**src/include/xbar_pkg.sv**
```systemverilog
// Constants and carrier types for the port crossbar and match block
package xbar_pkg;
   // Register addresses on the special function register port
   localparam logic [7:0] ADDR_ROUTE_A = 8'he1;
   localparam logic [7:0] ADDR_ROUTE_B = 8'he2;
   localparam logic [7:0] ADDR_P0_MATCH = 8'hfd;
   localparam logic [7:0] ADDR_P0_MASK = 8'hfe;
   localparam logic [7:0] ADDR_P1_MATCH = 8'hed;
   localparam logic [7:0] ADDR_P1_MASK = 8'hee;
   // Values after reset
   localparam logic [7:0] RST_ROUTE_A = 8'h00;
   localparam logic [7:0] RST_ROUTE_B = 8'h00;
   localparam logic [7:0] RST_MATCH = 8'hff;
   localparam logic [7:0] RST_MASK = 8'h00;
   // Writable bits; the rest read as zero
   localparam logic [7:0] WMASK_ROUTE_A = 8'h3f;
   localparam logic [7:0] WMASK_ROUTE_B = 8'hfb;
   // Field positions, first routing register
   localparam int BIT_ASYNC_CMP = 5;
   localparam int BIT_CMP = 4;
   localparam int BIT_SYSCLK = 3;
   localparam int BIT_TWO_WIRE = 2;
   localparam int BIT_SPI = 1;
   localparam int BIT_UART = 0;
   // Field positions, second routing register
   localparam int BIT_PULLUP_DIS = 7;
   localparam int BIT_XBAR = 6;
   localparam int BIT_TIMER1 = 5;
   localparam int BIT_TIMER0 = 4;
   localparam int BIT_CNT_CLK = 3;
   localparam int CC_SEL_LSB = 0;
   // Fixed UART pins on port 0
   localparam int UART_TX_PIN = 4;
   localparam int UART_RX_PIN = 5;
   // Pins per port and pins compared across both ports
   localparam int PORT_W = 8;
   localparam int PIN_W = 16;
   // Pin level to mismatch output latency in clock cycles
   localparam int MATCH_LATENCY = 3;

   // Which peripheral functions currently reach the pins
   typedef struct packed {
      logic async_cmp;
      logic cmp;
      logic sysclk;
      logic two_wire;
      logic spi_core;
      logic spi_nss;
      logic uart;
      logic timer1;
      logic timer0;
      logic cnt_clk;
      logic [2:0] cc;
   } route_s;

   // Pin-side inputs that feed peripherals
   typedef struct packed {
      logic timer1;
      logic timer0;
      logic cnt_clk;
      logic [2:0] cc;
   } fn_in_s;

   // Peripheral outputs headed for pins
   typedef struct packed {
      logic async_cmp;
      logic cmp;
      logic [2:0] cc;
   } fn_out_s;
endpackage

```
**src/verilog/port_crossbar_and_match.sv**
```systemverilog
// Port crossbar routing enables, pullup control and port match detector
`timescale 1ns/10ps
module port_crossbar_and_match (
   // Clock and reset
   input wire logic clk,
   input wire logic rst,
   // Special function register port
   input wire logic [7:0] sfr_addr,
   input wire logic sfr_wr,
   input wire logic sfr_rd,
   input wire logic [7:0] sfr_wdata,
   output logic [7:0] sfr_rdata,
   // Pins: port 1 in the upper byte, port 0 in the lower
   input wire logic [xbar_pkg::PIN_W-1:0] pin_in,
   input wire logic [xbar_pkg::PIN_W-1:0] pin_digital,
   input wire logic [xbar_pkg::PIN_W-1:0] gpio_out,
   input wire logic [xbar_pkg::PIN_W-1:0] gpio_oe_req,
   output logic [xbar_pkg::PIN_W-1:0] pin_out,
   output logic [xbar_pkg::PIN_W-1:0] pin_oe,
   output logic [xbar_pkg::PIN_W-1:0] pullup_en,
   // Peripheral side
   input wire xbar_pkg::fn_out_s fn_out,
   input wire xbar_pkg::fn_in_s fn_pin,
   input wire logic uart_transmit,
   input wire logic spi_four_wire,
   output xbar_pkg::fn_out_s fn_pin_out,
   output xbar_pkg::fn_in_s fn_in,
   output logic uart_receive,
   output logic sysclk_pin_out,
   output xbar_pkg::route_s route,
   // Port match event
   output logic port_mismatch,
   output logic mismatch_irq_src,
   output logic mismatch_wake
);
   import xbar_pkg::*;

   logic [7:0] route_a;
   logic [7:0] route_b;
   logic [7:0] p0_match;
   logic [7:0] p0_mask;
   logic [7:0] p1_match;
   logic [7:0] p1_mask;
   logic sysclk_div;
   logic mismatch_level;

   // Address decode
   wire sel_a = sfr_addr == ADDR_ROUTE_A;
   wire sel_b = sfr_addr == ADDR_ROUTE_B;
   wire sel_p0_match = sfr_addr == ADDR_P0_MATCH;
   wire sel_p0_mask = sfr_addr == ADDR_P0_MASK;
   wire sel_p1_match = sfr_addr == ADDR_P1_MATCH;
   wire sel_p1_mask = sfr_addr == ADDR_P1_MASK;

   // Read mux; unmapped addresses return zero
   wire [7:0] rd_mux = sel_a ? route_a :
                       sel_b ? route_b :
                       sel_p0_match ? p0_match :
                       sel_p0_mask ? p0_mask :
                       sel_p1_match ? p1_match :
                       sel_p1_mask ? p1_mask : 8'h00;

   // Register writes; read-only bits are masked off at the write
   always_ff @(posedge clk) begin
      if (rst) begin
         route_a <= RST_ROUTE_A;
         route_b <= RST_ROUTE_B;
         p0_match <= RST_MATCH;
         p0_mask <= RST_MASK;
         p1_match <= RST_MATCH;
         p1_mask <= RST_MASK;
      end else if (sfr_wr) begin
         if (sel_a) route_a <= sfr_wdata & WMASK_ROUTE_A;
         if (sel_b) route_b <= sfr_wdata & WMASK_ROUTE_B;
         if (sel_p0_match) p0_match <= sfr_wdata;
         if (sel_p0_mask) p0_mask <= sfr_wdata;
         if (sel_p1_match) p1_match <= sfr_wdata;
         if (sel_p1_mask) p1_mask <= sfr_wdata;
      end
   end

   // Read data registered, valid the cycle after the read strobe
   always_ff @(posedge clk) begin
      if (rst) begin
         sfr_rdata <= 8'h00;
      end else if (sfr_rd) begin
         sfr_rdata <= rd_mux;
      end
   end

   // Crossbar gate: nothing is routed until the crossbar is enabled
   wire xbar_en = route_b[BIT_XBAR];
   wire pullup_off = route_b[BIT_PULLUP_DIS];
   wire [1:0] cc_sel = route_b[CC_SEL_LSB +: 2];
   wire [2:0] cc_dec = (cc_sel == 2'b11) ? 3'b111 :
                       (cc_sel == 2'b10) ? 3'b011 :
                       (cc_sel == 2'b01) ? 3'b001 : 3'b000;

   route_s next_route;
   always_comb begin
      next_route.async_cmp = xbar_en & route_a[BIT_ASYNC_CMP];
      next_route.cmp = xbar_en & route_a[BIT_CMP];
      next_route.sysclk = xbar_en & route_a[BIT_SYSCLK];
      next_route.two_wire = xbar_en & route_a[BIT_TWO_WIRE];
      next_route.spi_core = xbar_en & route_a[BIT_SPI];
      next_route.spi_nss = xbar_en & route_a[BIT_SPI] & spi_four_wire;
      next_route.uart = xbar_en & route_a[BIT_UART];
      next_route.timer1 = xbar_en & route_b[BIT_TIMER1];
      next_route.timer0 = xbar_en & route_b[BIT_TIMER0];
      next_route.cnt_clk = xbar_en & route_b[BIT_CNT_CLK];
      next_route.cc = xbar_en ? cc_dec : 3'b000;
   end

   // Gated peripheral signals in both directions
   fn_out_s next_fn_pin_out;
   fn_in_s next_fn_in;
   always_comb begin
      next_fn_pin_out.async_cmp = next_route.async_cmp & fn_out.async_cmp;
      next_fn_pin_out.cmp = next_route.cmp & fn_out.cmp;
      next_fn_pin_out.cc = next_route.cc & fn_out.cc;
      next_fn_in.timer1 = next_route.timer1 & fn_pin.timer1;
      next_fn_in.timer0 = next_route.timer0 & fn_pin.timer0;
      next_fn_in.cnt_clk = next_route.cnt_clk & fn_pin.cnt_clk;
      next_fn_in.cc = next_route.cc & fn_pin.cc;
   end

   // Pin drivers: all off with the crossbar disabled; UART owns P0.4
   logic [PIN_W-1:0] next_pin_oe;
   logic [PIN_W-1:0] next_pin_out;
   always_comb begin
      next_pin_oe = xbar_en ? gpio_oe_req : '0;
      next_pin_out = gpio_out;
      if (next_route.uart) begin
         next_pin_oe[UART_TX_PIN] = 1'b1;
         next_pin_out[UART_TX_PIN] = uart_transmit;
         next_pin_oe[UART_RX_PIN] = 1'b0;
      end
   end

   // Receive idles high when not routed, as an idle UART line would
   wire next_uart_rx = next_route.uart ? pin_in[UART_RX_PIN] : 1'b1;

   // Analog pins never get a pullup, whatever the disable bit says
   wire [PIN_W-1:0] next_pullup = pullup_off ? '0 : pin_digital;

   // Divide-by-two system clock; kept running so enabling it is glitch free
   always_ff @(posedge clk) begin
      if (rst) begin
         sysclk_div <= 1'b0;
      end else begin
         sysclk_div <= ~sysclk_div;
      end
   end

   // All pin and peripheral outputs leave from flops; one cycle of lag
   // on the comparator paths is the price of a clean output timing
   always_ff @(posedge clk) begin
      if (rst) begin
         route <= '0;
         fn_pin_out <= '0;
         fn_in <= '0;
         pin_oe <= '0;
         pin_out <= '0;
         pullup_en <= '0;
         uart_receive <= 1'b1;
         sysclk_pin_out <= 1'b0;
      end else begin
         route <= next_route;
         fn_pin_out <= next_fn_pin_out;
         fn_in <= next_fn_in;
         pin_oe <= next_pin_oe;
         pin_out <= next_pin_out;
         pullup_en <= next_pullup;
         uart_receive <= next_uart_rx;
         sysclk_pin_out <= next_route.sysclk & sysclk_div;
      end
   end

   // Match detector sees raw pins, not crossbar-gated ones
   port_match_cmp #(
      .W(PIN_W)
   ) u_match (
      .clk(clk),
      .rst(rst),
      .pins(pin_in),
      .mask({p1_mask, p0_mask}),
      .match({p1_match, p0_match}),
      .mismatch(mismatch_level)
   );

   // One level fans out to the interrupt and wakeup controllers
   assign port_mismatch = mismatch_level;
   assign mismatch_irq_src = mismatch_level;
   assign mismatch_wake = mismatch_level;

   // Checks
   ro_route_a_a: assert property (@(posedge clk) disable iff (rst)
      sfr_rd && sel_a |=> sfr_rdata[7:6] == 2'b00)
      else $error("route A top bits not zero");

   ro_route_b_a: assert property (@(posedge clk) disable iff (rst)
      sfr_rd && sel_b |=> sfr_rdata[2] == 1'b0)
      else $error("route B bit 2 not zero");

   oe_off_a: assert property (@(posedge clk) disable iff (rst)
      !xbar_en |=> pin_oe == '0)
      else $error("driver on while crossbar off");

   no_route_a: assert property (@(posedge clk) disable iff (rst)
      !xbar_en |=> route == '0 && fn_in == '0 && uart_receive)
      else $error("function routed while crossbar off");

   uart_pin_a: assert property (@(posedge clk) disable iff (rst)
      xbar_en && route_a[BIT_UART] |=>
      pin_oe[UART_TX_PIN] && pin_out[UART_TX_PIN] == $past(uart_transmit))
      else $error("uart transmit not on its pin");

   cc_decode_a: assert property (@(posedge clk) disable iff (rst)
      xbar_en && cc_sel == 2'b10 |=> route.cc == 3'b011)
      else $error("capture compare decode wrong");

   pullup_ctl_a: assert property (@(posedge clk) disable iff (rst)
      1'b1 |=> pullup_en == ($past(pullup_off) ? '0 : $past(pin_digital)))
      else $error("pullup control wrong");

   cmp_gate_a: assert property (@(posedge clk) disable iff (rst)
      !(xbar_en && route_a[BIT_CMP]) |=> !fn_pin_out.cmp)
      else $error("comparator leaked to pin");

   nss_mode_a: assert property (@(posedge clk) disable iff (rst)
      xbar_en && route_a[BIT_SPI] |=> route.spi_core && route.spi_nss == $past(spi_four_wire))
      else $error("spi pin count wrong");

   sysclk_out_a: assert property (@(posedge clk) disable iff (rst)
      next_route.sysclk [*3] |-> sysclk_pin_out != $past(sysclk_pin_out))
      else $error("divided clock not toggling");

   mismatch_a: assert property (@(posedge clk) disable iff (rst)
      !$past(rst, 1) && !$past(rst, 2) && !$past(rst, 3) |->
      port_mismatch == |(($past(pin_in, 3) ^ $past({p1_match, p0_match}))
                         & $past({p1_mask, p0_mask})))
      else $error("mismatch disagrees with masked pins");

   wake_tie_a: assert property (@(posedge clk) disable iff (rst)
      mismatch_wake == port_mismatch && mismatch_irq_src == port_mismatch)
      else $error("wake or interrupt source differs");

   xbar_on_c: cover property (@(posedge clk) disable iff (rst)
      !xbar_en ##1 xbar_en ##2 pin_oe != '0);
   uart_on_c: cover property (@(posedge clk) disable iff (rst)
      route.uart && !pin_out[UART_TX_PIN]);
   mismatch_c: cover property (@(posedge clk) disable iff (rst)
      !port_mismatch ##1 port_mismatch);
endmodule // port_crossbar_and_match

```
**src/verilog/port_match_cmp.sv**
```systemverilog
// Pin synchroniser and masked match comparator for the port match event
`timescale 1ns/10ps
module port_match_cmp #(
   parameter int W = 16
) (
   // Clock and reset
   input wire logic clk,
   input wire logic rst,
   // Raw pin levels and software compare setup
   input wire logic [W-1:0] pins,
   input wire logic [W-1:0] mask,
   input wire logic [W-1:0] match,
   // Registered compare result
   output logic mismatch
);
   logic [W-1:0] sync_a;
   logic [W-1:0] sync_b;
   logic [W-1:0] bit_diff;

   // Per pin: two-stage synchroniser, then masked inequality
   for (genvar i = 0; i < W; i++) begin : g_bit
      always_ff @(posedge clk) begin
         if (rst) begin
            sync_a[i] <= 1'b0;
            sync_b[i] <= 1'b0;
         end else begin
            sync_a[i] <= pins[i];
            sync_b[i] <= sync_a[i];
         end
      end
      // Mask low drops the pin; match gives the expected level
      assign bit_diff[i] = mask[i] & (sync_b[i] ^ match[i]);
   end

   // Level stays high while any included pin differs
   always_ff @(posedge clk) begin
      if (rst) begin
         mismatch <= 1'b0;
      end else begin
         mismatch <= |bit_diff;
      end
   end
endmodule // port_match_cmp
```
**config.mk**
```make
export PLATFORM = sky130hd
export DESIGN_NAME = port_crossbar_and_match
export DESIGN_NICKNAME = d
export VERILOG_FILES = /design/src/include/xbar_pkg.sv /design/src/verilog/port_crossbar_and_match.sv /design/src/verilog/port_match_cmp.sv
export SDC_FILE = /design/constraint.sdc
export NUM_CORES = 1
export LEC_CHECK = 0
export BUFFER_PORTS_ARGS = -buffer_cell sky130_fd_sc_hd__buf_2
export CAP_MARGIN = 20
export CORE_ASPECT_RATIO = 2
export CORE_MARGIN = 2
export CORE_UTILIZATION = 45
export DETAILED_ROUTE_END_ITERATION = 12
export HOLD_SLACK_MARGIN = 0.12
export PLACE_DENSITY = 0.74
export REMOVE_ABC_BUFFERS = 1
export SETUP_SLACK_MARGIN = 0.1
export SYNTH_ARGS = -nofsm -noshare
export SYNTH_HDL_FRONTEND = slang
export SYNTH_SLANG_ARGS = --single-unit
```
**constraint.sdc**
```tcl
create_clock -name clk -period 1.7 [get_ports clk]
set_input_delay 0.425 -clock clk [delete_from_list [all_inputs] [get_ports clk]]
set_output_delay 0.425 -clock clk [all_outputs]
set_load 0.05 [all_outputs]
```
==> run metrics <==
Static Leak=3.52 nW; TritonCTS buffer count=17; clock period minus worst slack=roughly 1.5 ns; worst hold path type=input pin to flip-flop; post-cts hold buffer count=0; Resize count post-CTS=0; slowest stage cell, crit path=and4b_1; count of input and output buffers=approximately 180; family with the most delay on the worst path=simple AND/OR/NAND/NOR gates; wire length of the first global-routing pass=~24000 um; switching power summed over all nets=a little under 2 mW; worst slew slack as a fraction of its limit=0.533; cell area power density=1080 mW/mm^2; sequential cell area fraction in the yosys report=0.571; CP max FO=9; Reg power frac=0.480; H-tree levels=4; overall track demand over capacity in global routing=0.224; proportion of layout cells with a drive suffix above 1=0.352; # placed instances=870; height of the chip=roughly 160 um; antenna cell count=0; final number of hold-violating endpoints=0; endpoint arrival time on the critical path=about 1.8 ns; number of warnings printed during yosys synthesis=0; Crit Path Category=input pin to flip-flop; total wire length after detailed routing=14800 um; vias after detailed routing=~4600; highest-count cells in the layout ignoring fill and taps=buf_2, dfxtp_1, nor2b_1; leftover overflow at the end of global routing=0; share of Yosys cell area claimed by the top area cell type=0.571; Max rail drop VDD=0.000821 V; Worst-Margin Slew=about 0.70 ns; worst setup slack after layout=a little over 0.2 ns; placed standard-cell area=between 0.006 and 0.007 sq mm; antenna violations before repair=0; Post-Route Utilization=0.613; Synth-to-Final Area Change=32.4%; most frequent standard cell in the layout excluding fill and tap cells=buf_2; number of flip-flops and latches in the synthesized netlist=roughly 160; critical-path cell list=buf_2 > and4b_1 > and3_1 > nor2b_1 > a211o_1; cell area after technology mapping=0.00565 sq mm; worst flop-to-flop path startpoint=p0_match[1]; effective utilization at floorplan=0.463; maximum frequency from static timing analysis=approximately 670 MHz; switching portion of total power=0.239; average wire per standard cell=between 15 and 20 um; number of sinks on the clock net=161; number of global-route vias before repair=about 4800; setup repair after global routing missed its margin=false; core area=roughly 0.012 sq mm; Critical Path Max Stage Delay=~0.44 ns; largest net degree at the start of global routing=42; detail-routed via count per cell=5.07; number of routed nets with antenna violations=0; source of the critical timing path=sfr_addr[1]; CP Data Required Time=roughly 2.0 ns; portion of total power attributed to the clock network=0.450; Clock Path Buffers=2; number of setup buffers added after CTS=0; final non-filler cell area=0.00748 sq mm; endpoints failing setup=0; final estimated routing congestion in global placement=around 0.9; num ports=between 150 and 200; Clock Latency Late Sink=0.42 ns; post-route non-filler standard cell count=roughly 900; outcome=completed; number of enable flip-flop cells after synthesis=0; dominant register cell in the synthesized netlist=dfxtp_1; clock root buffer=clkbuf_16; number of detailed-route iterations in the first pass=4; clk_skew=approximately 0.007 ns; clock-pin transition on the worst setup and hold timing paths=0.06 ns; origin of the worst min-delay path=gpio_oe_req[4]; overall die area=0.0135 sq mm; Placement Setup Slack=-0.204 ns; DPL Wire Length=11500 um; Mapped Avg Cell Area=10.6 sq um; Worst setup SP type=input pin; top area cells in the synthesized netlist=dfxtp_1, nor2b_1, and2_1; synthesized netlist cell count=532; part of the power in combinational logic=0.070; x dimension of the die=83.2 um; Final Cycle Share=0.879; kind of end point of the critical path=flip-flop; Slew Limit Fails=0; Internal Dissipation=around 6.1 mW; async set or reset register ratio after synthesis=0; Max Cap Violations=0; post-layout net count=around 840; cell accounting for the most synthesized area=dfxtp_1; num rows=57; TritonCTS clock tree=done; DRC viols=0; number of DRC markers in iteration 0=between 200 and 250; total buffers and inverters traversed by the critical path=1; count of unique library cells instantiated by Yosys=a little over 50
[final timing paths]
check,depth (start not counted),end,slack (ns)
worst max register to register,4,u_match.mismatch,0.22
worst min register to register,1,sysclk_div,0.40
worst max-delay path,5,p1_match[3],0.21
worst min-delay path,2,pin_oe[4],0.20
[cell type report]
| cell class | instances | area [sq um] |
|---|---|---|
| fillers | 1059 | 4720 |
| flip-flops and latches | 161 | 3220 |
| multi-input cells | 327 | 2210 |
| repair buffers | 225 | 1250 |
| clock buffers | 19 | 443 |
| well taps | 147 | 184 |
| clock inverters | 13 | 128 |
| inverters | 10 | 37.5 |
[per-stage QoR]
stage	hold slack, ns	total power [mW]	TNS [ns]
after CTS	0.189	8.16	0
after global placement	0.388	4.52	-1.83
after floorplan	0.378	4.23	-0.00507
after global routing	0.190	8.39	0
after detailed placement	0.400	4.53	-2.92
final	0.201	8.08	0
[worst register-to-register path: stages, from the launching register on]
cell and delay, ns:
dfxtp_1 0.50, xor2_1 0.12, a22o_1 0.24, a221oi_1 0.32, a31oi_1 0.16
[synthesized netlist by cell type (7+ instances only)]
master / instances
nor2b_1: 61
nor2_1: 35
nand2_1: 22
xor2_1: 16
nand3_1: 8
a31oi_1: 8
a21oi_1: 9
a211o_1: 16
inv_1: 10
and3_1: 15
mux2i_1: 21
and2_1: 45
clkbuf_1: 20
dfxtp_1: 161
a22o_1: 7
[state kept, by name, summed over array words and instances, names as in the netlist, 13 cells and up]
name and cells:
pullup_en 16, pin_out 16, route 13, u_match.sync_a 16, pin_oe 16, u_match.sync_b 16
[logic make-up after synthesis]
logic type	count (synthesis)	synth area share
AOI/OAI and AO/OA	82	0.116
xor gates and xnor gates	16	0.0248
buffers and inverters	44	0.0379
DFF	161	0.571
muxes	21	0.0372
and+or+nand+nor	208	0.213
[routing by layer]
| layer | vias up | global-route usage | wire length, um |
|---|---|---|---|
| li1 | 2238 | - | - |
| met1 | 2135 | 0.219 | 5210 |
| met2 | 165 | 0.432 | 8400 |
| met3 | 33 | 0.0527 | 770 |
| met4 | 0 | 0.108 | 475 |
| met5 | - | 0 | 0 |
[power by group through the flow]
stage	combinational [mW]	clock [mW]	sequential, mW
2_1_floorplan	0.122	0	4.11
3_3_place_gp	0.562	0	3.96
3_5_place_dp	0.570	0	3.96
4_1_cts	0.572	3.71	3.88
5_1_grt	0.610	3.90	3.88
6_report	0.569	3.64	3.88
Power figures use the tool's default switching activity.
